--- src/rtl/swm_cfg.svh ---
// Offsets, reset values and timing counts of the sleep/wake mode controller
`ifndef SWM_CFG_SVH
`define SWM_CFG_SVH
`define SWM_CTRL1_ADDR 8'h2a
`define SWM_CTRL2_ADDR 8'h2b
`define SWM_CTRL1_RESET 8'h00
`define SWM_CTRL2_RESET 8'h00
`define SWM_RST_BIT 6
`define SWM_CLK_NS 50
`define SWM_BASE_NS 1250000
`define SWM_BASE_CYC (`SWM_BASE_NS / `SWM_CLK_NS)
`define SWM_STEP_MASK 9'h0ff
`define SWM_SLOW_STEP_MASK 9'h1ff
`define SWM_SLOW_RATE 3'h7
`define SWM_BOOT_CYC 3'h4
`endif

--- src/rtl/swm_pkg.sv ---
// Types shared by the sleep/wake mode controller
package swm_pkg;
	typedef enum logic [1:0] {SWM_STANDBY, SWM_WAKE, SWM_SLEEP} swm_mode_t;
	typedef struct packed {
		logic [1:0] sleep_rate_sel;
		logic [2:0] wake_rate_sel;
		logic low_noise_sel;
		logic fast_read;
		logic active;
	} swm_ctrl1_t;
	typedef struct packed {
		logic self_test_en;
		logic sw_reset;
		logic unused_zero;
		logic [1:0] sleep_oversample_scheme;
		logic auto_sleep_en;
		logic [1:0] wake_oversample_scheme;
	} swm_ctrl2_t;
	typedef struct packed {
		logic freefall_motion;
		logic tap;
		logic orientation;
		logic transient;
	} swm_det_t;
endpackage

--- src/rtl/swm_mode_ctrl.sv ---
// Sleep/wake system mode controller with its two control registers
// Functional notes
// - Enabled transient, orientation, tap and freefall/motion events restart the inactivity timer.
// - Sleep returns to wake on an enabled event whose wake selection is set, or when automatic sleep is cleared.
// - Enabled detectors keep running in sleep at the sleep sample rate.
// - A FIFO event restarts the inactivity timer but never wakes.
// - Sleep/wake and data-ready events never touch the sleep/wake state.
// - With FIFO hold, transitions proceed; FIFO blocks new samples until emptied.
// - With automatic sleep off, only standby and wake are used.
// - Each wake/sleep transition raises the sleep/wake event when enabled.
// - Sleep rate 00/01/10/11 selects 50, 12.5, 6.25, 1.56 Hz.
// - In sleep, the sleep rate replaces system and functional block rates.
// - Wake rate 000..111 selects 800 Hz down to 1.56 Hz, default 000.
// - Active bit 0 is standby, 1 is active; resets to 0.
// - Low-noise bit limits range to 4g.
// - Fast read skips low data bytes for output registers and FIFO.
// - Writing 1 to software reset reloads all defaults in any mode.
// - Software reset also resets the serial register interface.
// - Software reset bit clears after boot and always reads zero.
// - Self-test bit offsets all axes; clear by default.
// - Oversampling schemes 00..11; wake scheme awake, sleep scheme asleep.
// - Automatic sleep enable, default 0, permits the switch to sleep rate.
// - Sleep after inactivity count steps of 320 ms, 640 ms at slowest.
// - Hold error sets on a sample while FIFO blocked, stays until emptied.
`timescale 1ns/1ps
`include "swm_cfg.svh"
module swm_mode_ctrl import swm_pkg::*; #(
	parameter int BASE_CYC = `SWM_BASE_CYC // Cycles of one 1.25 ms base tick
) (
	input wire logic CLK, // 20 MHz clock
	input wire logic RST_N, // Asynchronous reset, active low
	input wire logic REG_WE, // Register write strobe
	input wire logic REG_RE, // Register read strobe
	input wire logic [7:0] REG_ADDR, // Register address
	input wire logic [7:0] REG_WDATA, // Register write data
	input wire swm_det_t EVT, // Detection event pulses
	input wire logic FIFO_EVT, // FIFO event pulse
	input wire swm_det_t INT_EN, // Detector interrupt enables
	input wire swm_det_t WAKE_SEL, // Wake-from-sleep selections
	input wire logic ASLP_INT_EN, // Sleep/wake interrupt enable
	input wire logic [7:0] INACT_COUNT, // Inactivity count
	input wire logic FIFO_HOLD, // FIFO hold bit
	input wire logic FIFO_EMPTIED, // FIFO emptied by host
	output logic [7:0] REG_RDATA, // Register read data
	output swm_mode_t MODE, // System mode
	output logic [2:0] RATE_SEL, // Rate in force for all blocks
	output logic [1:0] OS_SCHEME, // Oversampling scheme in force
	output logic [3:0] OS_RATIO_LOG2, // Log2 of oversampling ratio
	output logic SAMPLE_TICK, // One pulse per sample
	output logic SELF_TEST, // Self-test on
	output logic LOW_NOISE_RANGE, // Range held to 4g
	output logic FAST_READ, // Skip low data bytes
	output logic SLEEP_WAKE_EVT, // Transition event pulse
	output logic FIFO_BLOCK, // FIFO ignores new samples
	output logic FIFO_HOLD_ERR, // Hold error flag
	output logic SOFT_RESET // Resets serial interface
);
	// ==========================================================
	// Reset release
	logic rst_meta, rst_n;
	always_ff @(posedge CLK or negedge RST_N) begin
		if (!RST_N) begin
			rst_meta <= 1'b0;
			rst_n <= 1'b0;
		end else begin
			rst_meta <= 1'b1;
			rst_n <= rst_meta;
		end
	end

	// ==========================================================
	// State
	swm_ctrl1_t ctrl1, next_ctrl1;
	swm_ctrl2_t ctrl2, next_ctrl2;
	swm_mode_t mode, next_mode;
	logic [15:0] base_cnt, next_base_cnt;
	logic [8:0] pre_cnt, next_pre_cnt;
	logic [7:0] inact_steps, next_inact_steps;
	logic [2:0] boot_cnt, next_boot_cnt;
	logic [7:0] next_rdata;
	logic [2:0] rate, next_rate;
	logic [1:0] next_os;
	logic [3:0] next_ratio;
	logic next_tick, next_evt, next_block, next_err;
	logic base_tick, step_tick, swrst_go, activity, wake_hit;
	logic [8:0] rate_mask, step_mask;

	always_comb begin
		next_ctrl1 = ctrl1;
		next_ctrl2 = ctrl2;
		next_mode = mode;
		next_inact_steps = inact_steps;
		next_boot_cnt = (boot_cnt != 3'h0) ? boot_cnt - 3'h1 : 3'h0;
		next_rdata = REG_RDATA;
		next_evt = 1'b0;
		// Emptying lifts the block; a transition with FIFO hold set in the same cycle sets it again
		next_block = FIFO_BLOCK && !FIFO_EMPTIED;
		swrst_go = REG_WE && (boot_cnt == 3'h0) && (REG_ADDR == `SWM_CTRL2_ADDR)
			&& REG_WDATA[`SWM_RST_BIT];
		// sleep codes map onto the four slowest rate codes
		// sleep rate overrides the wake rate
		rate = (mode == SWM_SLEEP) ? {1'b1, ctrl1.sleep_rate_sel} : ctrl1.wake_rate_sel;
		next_rate = rate;
		next_os = (mode == SWM_SLEEP) ? ctrl2.sleep_oversample_scheme
			: ctrl2.wake_oversample_scheme;
		case (rate)
			3'h0: rate_mask = 9'h000;
			3'h1: rate_mask = 9'h001;
			3'h2: rate_mask = 9'h003;
			3'h3: rate_mask = 9'h007;
			3'h4: rate_mask = 9'h00f;
			3'h5: rate_mask = 9'h03f;
			3'h6: rate_mask = 9'h07f;
			default: rate_mask = 9'h1ff;
		endcase
		// inactivity step doubles at the slowest rate
		step_mask = (rate == `SWM_SLOW_RATE) ? `SWM_SLOW_STEP_MASK : `SWM_STEP_MASK;
		base_tick = (base_cnt == 16'(BASE_CYC - 1));
		next_base_cnt = base_tick ? 16'h0000 : base_cnt + 16'h0001;
		next_pre_cnt = base_tick ? pre_cnt + 9'h001 : pre_cnt;
		// every detector samples on this tick, in sleep too
		next_tick = base_tick && ((pre_cnt & rate_mask) == 9'h000);
		step_tick = base_tick && ((pre_cnt & step_mask) == 9'h000);
		// the four detector events count as activity when their interrupt is enabled
		// FIFO events restart the timer but are kept out of the wake term
		// sleep/wake and data-ready events are not inputs here at all
		activity = |(EVT & INT_EN) || FIFO_EVT;
		// wake needs interrupt enable and wake selection both
		wake_hit = |(EVT & INT_EN & WAKE_SEL);
		case (mode)
			SWM_STANDBY: begin
				next_inact_steps = 8'h00;
				if (ctrl1.active) begin
					next_mode = SWM_WAKE;
				end
			end
			SWM_WAKE: begin
				if (!ctrl1.active) begin
					next_mode = SWM_STANDBY;
					next_inact_steps = 8'h00;
				// no sleep without automatic sleep enabled
				end else if (!ctrl2.auto_sleep_en || activity) begin
					next_inact_steps = 8'h00;
				end else if (step_tick) begin
					// sleep once the programmed count has elapsed
					if (inact_steps >= INACT_COUNT) begin
						next_mode = SWM_SLEEP;
						next_inact_steps = 8'h00;
					end else begin
						next_inact_steps = inact_steps + 8'h01;
					end
				end
			end
			SWM_SLEEP: begin
				if (!ctrl1.active) begin
					next_mode = SWM_STANDBY;
				end else if (wake_hit || !ctrl2.auto_sleep_en) begin
					next_mode = SWM_WAKE;
				end
			end
			default: next_mode = SWM_STANDBY;
		endcase
		if ((mode != SWM_STANDBY) && (next_mode != SWM_STANDBY) && (next_mode != mode)) begin
			next_evt = ASLP_INT_EN;
			// hold keeps FIFO contents across the transition
			next_block = FIFO_HOLD || next_block;
		end
		// a sample while blocked raises the error; set beats clear
		next_err = (FIFO_BLOCK && next_tick) || (FIFO_HOLD_ERR && !FIFO_EMPTIED);
		// Writes are dropped during boot so a half access cannot land
		if (REG_WE && (boot_cnt == 3'h0)) begin
			if (REG_ADDR == `SWM_CTRL1_ADDR) begin
				next_ctrl1 = swm_ctrl1_t'(REG_WDATA);
			end else if (REG_ADDR == `SWM_CTRL2_ADDR) begin
				next_ctrl2 = swm_ctrl2_t'(REG_WDATA);
				next_ctrl2.unused_zero = 1'b0;
				next_ctrl2.sw_reset = 1'b0;
			end
		end
		if (REG_RE) begin
			// reset bit and bit 5 always read zero
			case (REG_ADDR)
				`SWM_CTRL1_ADDR: next_rdata = ctrl1;
				`SWM_CTRL2_ADDR: next_rdata = ctrl2;
				default: next_rdata = 8'h00;
			endcase
		end
		if (swrst_go) begin
			next_ctrl1 = swm_ctrl1_t'(`SWM_CTRL1_RESET);
			next_ctrl2 = swm_ctrl2_t'(`SWM_CTRL2_RESET);
			next_mode = SWM_STANDBY;
			next_inact_steps = 8'h00;
			next_evt = 1'b0;
			next_block = 1'b0;
			next_err = 1'b0;
			// boot window resets the serial interface
			next_boot_cnt = `SWM_BOOT_CYC;
		end
	end

	// ==========================================================
	// Oversampling ratio lookup, log2 coded
	// entries for some scheme and rate pairs, default for the rest
	always_comb begin
		case ({next_os, rate})
			5'h00: next_ratio = 4'h1;
			5'h05: next_ratio = 4'h4;
			5'h06: next_ratio = 4'h5;
			5'h07: next_ratio = 4'h7;
			5'h08: next_ratio = 4'h1;
			5'h0d: next_ratio = 4'h2;
			5'h0e: next_ratio = 4'h3;
			5'h0f: next_ratio = 4'h5;
			5'h10: next_ratio = 4'h1;
			5'h11: next_ratio = 4'h2;
			5'h12: next_ratio = 4'h3;
			5'h13: next_ratio = 4'h4;
			5'h14: next_ratio = 4'h5;
			5'h15: next_ratio = 4'h7;
			5'h16: next_ratio = 4'h8;
			5'h17: next_ratio = 4'ha;
			5'h1e: next_ratio = 4'h2;
			5'h1f: next_ratio = 4'h4;
			default: next_ratio = (next_os == 2'h3) ? 4'h1 : 4'h2;
		endcase
	end

	always_ff @(posedge CLK or negedge rst_n) begin
		if (!rst_n) begin
			ctrl1 <= swm_ctrl1_t'(`SWM_CTRL1_RESET);
			ctrl2 <= swm_ctrl2_t'(`SWM_CTRL2_RESET);
			mode <= SWM_STANDBY;
			base_cnt <= 16'h0000;
			pre_cnt <= 9'h000;
			inact_steps <= 8'h00;
			boot_cnt <= 3'h0;
			REG_RDATA <= 8'h00;
			RATE_SEL <= 3'h0;
			OS_SCHEME <= 2'h0;
			OS_RATIO_LOG2 <= 4'h1;
			SAMPLE_TICK <= 1'b0;
			SLEEP_WAKE_EVT <= 1'b0;
			FIFO_BLOCK <= 1'b0;
			FIFO_HOLD_ERR <= 1'b0;
			SOFT_RESET <= 1'b0;
		end else begin
			ctrl1 <= next_ctrl1;
			ctrl2 <= next_ctrl2;
			mode <= next_mode;
			base_cnt <= next_base_cnt;
			pre_cnt <= next_pre_cnt;
			inact_steps <= next_inact_steps;
			boot_cnt <= next_boot_cnt;
			REG_RDATA <= next_rdata;
			RATE_SEL <= next_rate;
			OS_SCHEME <= next_os;
			OS_RATIO_LOG2 <= next_ratio;
			SAMPLE_TICK <= next_tick;
			SLEEP_WAKE_EVT <= next_evt;
			FIFO_BLOCK <= next_block;
			FIFO_HOLD_ERR <= next_err;
			SOFT_RESET <= (next_boot_cnt != 3'h0);
		end
	end

	assign MODE = mode;
	// self-test, 4g limit, fast read, straight from flops
	assign SELF_TEST = ctrl2.self_test_en;
	assign LOW_NOISE_RANGE = ctrl1.low_noise_sel;
	assign FAST_READ = ctrl1.fast_read;
endmodule // swm_mode_ctrl

--- config.mk ---
export PLATFORM = sky130hd
export DESIGN_NAME = swm_mode_ctrl
export DESIGN_NICKNAME = d
export VERILOG_FILES = /design/src/rtl/swm_pkg.sv /design/src/rtl/swm_mode_ctrl.sv
export VERILOG_INCLUDE_DIRS = /design/src /design/src/rtl
export SDC_FILE = /design/constraint.sdc
export NUM_CORES = 1
export LEC_CHECK = 0
export BUFFER_PORTS_ARGS = -buffer_cell sky130_fd_sc_hd__clkbuf_2
export CAP_MARGIN = 20
export CORE_UTILIZATION = 50
export CTS_BUF_LIST = sky130_fd_sc_hd__clkbuf_8 sky130_fd_sc_hd__clkbuf_16
export CTS_CLUSTER_SIZE = 8
export DETAILED_ROUTE_END_ITERATION = 8
export PLACE_DENSITY = 0.82
export SLEW_MARGIN = 25
export SYNTH_ARGS = -nofsm -noshare
export SYNTH_HDL_FRONTEND = slang
export SYNTH_SLANG_ARGS = --single-unit
export TNS_END_PERCENT = 5
--- constraint.sdc ---
create_clock -name CLK -period 2.4 [get_ports CLK]
set_input_delay 0.12 -clock CLK [delete_from_list [all_inputs] [get_ports CLK]]
set_output_delay 0.12 -clock CLK [all_outputs]
set_load 0.01 [all_outputs]
==> impl_metrics.py <==
metrics = {
    "critical_path": {
        "crit_fanout": 3,
        "path_class": "register to register",
        "timing.critical_path.required_ps": 2680,
        "worstPathArrival_ps": 2570,
        "critical_path.startpoint_type": "register",
        "end_kind": "register",
    },
    "clock_tree": {
        "cts_setup_buffers": 0,
        "cts-root-buf": "clkbuf_8",
        "h-tree-depth": 3,
        "cts_buffers": 9,
        "cts_tree": "yes",
        "insertion_delay_ps": 350,
        "clock_sinks": 76,
        "clkTransAtPathRegs_ps": 80,
        "clock_path_buffers": 2,
    },
    "sta": {
        "slew_headroom_pct": 61.2,
        "timing_hold_violations_final": 0,
        "drv_slew": 0,
        "fin_ws_ps": 117,
        "fin_skew_ps": 7.99,
        "clock.fmax_mhz": 438,
        "fin_crit_ps": 2280,
        "worstMarginPinSlew_ps": 580,
        "holdWs_ps": 12.3,
        "finalSetupViolCount": 0,
        "period_share_pct": 95.1,
    },
    "synth": {
        "yosys_warnings": 0,
        "yosysUniqueCellTypes": 53,
        "yosysMostFrequentCell": "dfrtp_1",
        "synth_commonest_cells": "75 x dfrtp_1, 44 x nand2_1, 41 x nor2_1",
        "async_flop_share_pct": 100,
        "synth_area_mm2": 0.00376,
        "synthFlopType": "dfrtp_1",
        "yosys-top-cells-area": "dfrtp_1 50%, ha_1 4.7%, nand2_1 4.4%, nor2_1 4.1%, mux2i_1 2.9%",
        "synth_top_area_share_pct": 49.9,
        "ys_ff_latch": 76,
        "avgSynthCellArea_um2": 9.82,
        "synth-edff-count": 0,
        "syn_nets": 441,
        "synth_top_area_cell": "dfrtp_1",
        "syn_inst": 383,
        "yosysSeqAreaShare_pct": 50.6,
    },
    "cells_and_area": {
        "drive_gt1_share_pct": 24.2,
        "antenna_cells": 0,
        "nNetsFinal": 532,
        "area_growth_pct": 22.2,
        "fillerInstances": 579,
    },
    "floorplan": {
        "rows": 31,
        "die_h_um": 88.7,
        "ios": 71,
        "core_area_mm2": 0.00725,
        "initial_core_util_pct": 51.9,
        "die_x_um": 88.7,
        "die-area_mm2": 0.00788,
    },
    "drt": {
        "drt_wl_total_um": 8180,
        "drc_errors": 0,
        "first_iter_violations": 185,
        "vias_per_cell": 5.49,
        "first_pass_iters": 4,
        "final_antenna_net_count": 0,
        "wl_per_cell_um": 14.1,
        "vias": 3172,
    },
    "place": {
        "routabilityCongestion": 0.852,
        "dp_hpwl_um": 6100,
        "io_buffers": 70,
        "preCtsSetupSlack_ps": 35.4,
    },
    "power_and_ir_drop": {
        "seqPwrFrac_pct": 51.3,
        "switchingPower_mw": 0.596,
        "combPwrFrac_pct": 6.7,
        "vdd_drop_max_mv": 0.416,
        "p_clk_share_pct": 42.0,
        "pwr_density_cell_mw_per_mm2": 563,
        "swShare_pct": 23.0,
        "p_int_mw": 2.00,
        "p_leak_nw": 2.27,
    },
    "global_routing": {
        "grt_pass1_wl_um": 13900,
        "grt_max_degree": 44,
        "globalRouteOverflowTotal": 0,
        "grt_pass1_vias": 3191,
        "grt_usage_pct": 23.2,
        "antenna_found_initial": 0,
    },
    "worst_hold_path": {
        "hp-class": "input port to register",
    },
    "run_status": {
        "status": "finished clean",
    },
    "flow_run": {
        "maxCapViolations": 0,
    },
}
-- cell families (layout without fill, tap and decap cells) --
group                    after synthesis  count (layout)  share of synthesized area, %
AO/OA/AOI/OAI                         74              74                          12.8
XOR/XNOR                              22              22                          5.12
adder cells (fa/ha/maj)               14              14                          4.66
buffers and inverters                 32             128                          3.19
flip-flops                            76              76                          50.6
multiplexers                          12              12                          3.23
other                                  1               1                        0.0997
AND/OR/NAND/NOR                      152             152                          20.3
-- worst max-delay path, cell delays in order, from the launching register on --
cell,delay (ps)
dfrtp_1,380
ha_2,210
nand4b_1,190
nor4_4,330
buf_4,150
o211ai_1,120
a21o_1,200
or4b_1,520
a21oi_2,130
-- layer usage --
| metal | track usage [%] | wire (um) | up-vias |
|---|---|---|---|
| met5 | 0 | 0 | - |
| met4 | 7.33 | 121 | 0 |
| met3 | 6.44 | 435 | 12 |
| met2 | 40.8 | 4100 | 98 |
| met1 | 27.5 | 3520 | 1528 |
| li1 | - | - | 1534 |
-- area by class of cell --
cell class	count	area, um^2	area share (%)
timing repair buffer	87	489	10.6
clock buffer	10	138	2.99
multi-input combinational	275	1760	38.3
inverter	25	93.8	2.04
sequential	76	1900	41.4
tap	99	124	2.69
clock inverter	6	87.6	1.90
-- layout by cell type (no fill, tap or decap), types with 6 or more instances in the layout --
cell type  instances
dfrtp_1           74
clkbuf_2          70
nand2_1           44
nor2_1            41
inv_1             25
o21ai_0           19
nand3_1           17
a21oi_1           17
ha_1              13
buf_4             13
xnor2_1           12
xor2_1            10
clkbuf_8          10
mux2i_1            9
nand4_1            9
a22oi_1            7
or3_1              6
-- worst paths after layout --
path                         startpoint  slack [ps]          endpoint  depth (start not counted)
setup reg to reg            base_cnt[0]         120           MODE[1]                          8
setup / recovery            base_cnt[0]         120           MODE[1]                          8
max in group asynchronous         rst_n        1680  OS_RATIO_LOG2[0]                          1
hold reg to reg                   rst_n         300          ctrl1[4]                          1
hold / removal             REG_WDATA[1]          10          ctrl2[1]                          3
min in group asynchronous         RST_N          80          rst_meta                          2
-- sequential cells by signal, summed over array words and instances, names as in the netlist, 2 cells and up --
register	cells
base_cnt	16
inact_steps	8
OS_RATIO_LOG2	4
REG_RDATA	8
ctrl2	5
ctrl1	6
pre_cnt	9
RATE_SEL	3
boot_cnt	3
OS_SCHEME	2
MODE	2
-- through the flow --
stage                     std cells  area, um^2  power, mW  util (%)  TNS, ps
after detailed placement        559        4320       1.53      59.5        0
after CTS                       578        4570       2.61      63.0        0
final                           578        4600       2.59      63.4        0
after global placement          559        4320       1.52      59.5        0
after global routing            578        4600       2.69      63.4    -63.9
after floorplan                 383        3760       1.44         -        0
-- timing repair --
item | 4_1_cts | 5_1_grt
endpoints found under the setup margin | 0 | 9
hold buffers | 3 | 0
endpoints found under the hold margin | 4 | 0
resized for setup | 0 | 7
-- power by group through the flow --
stage	clock [mW]	sequential [mW]	combinational, mW
floorplan	0	1.38	0.0629
CTS	1.10	1.33	0.177
detailed placement	0	1.35	0.172
global route	1.15	1.33	0.202
global placement	0	1.35	0.166
finish	1.09	1.33	0.174
Note: power is estimated with default switching activity, not from simulation.
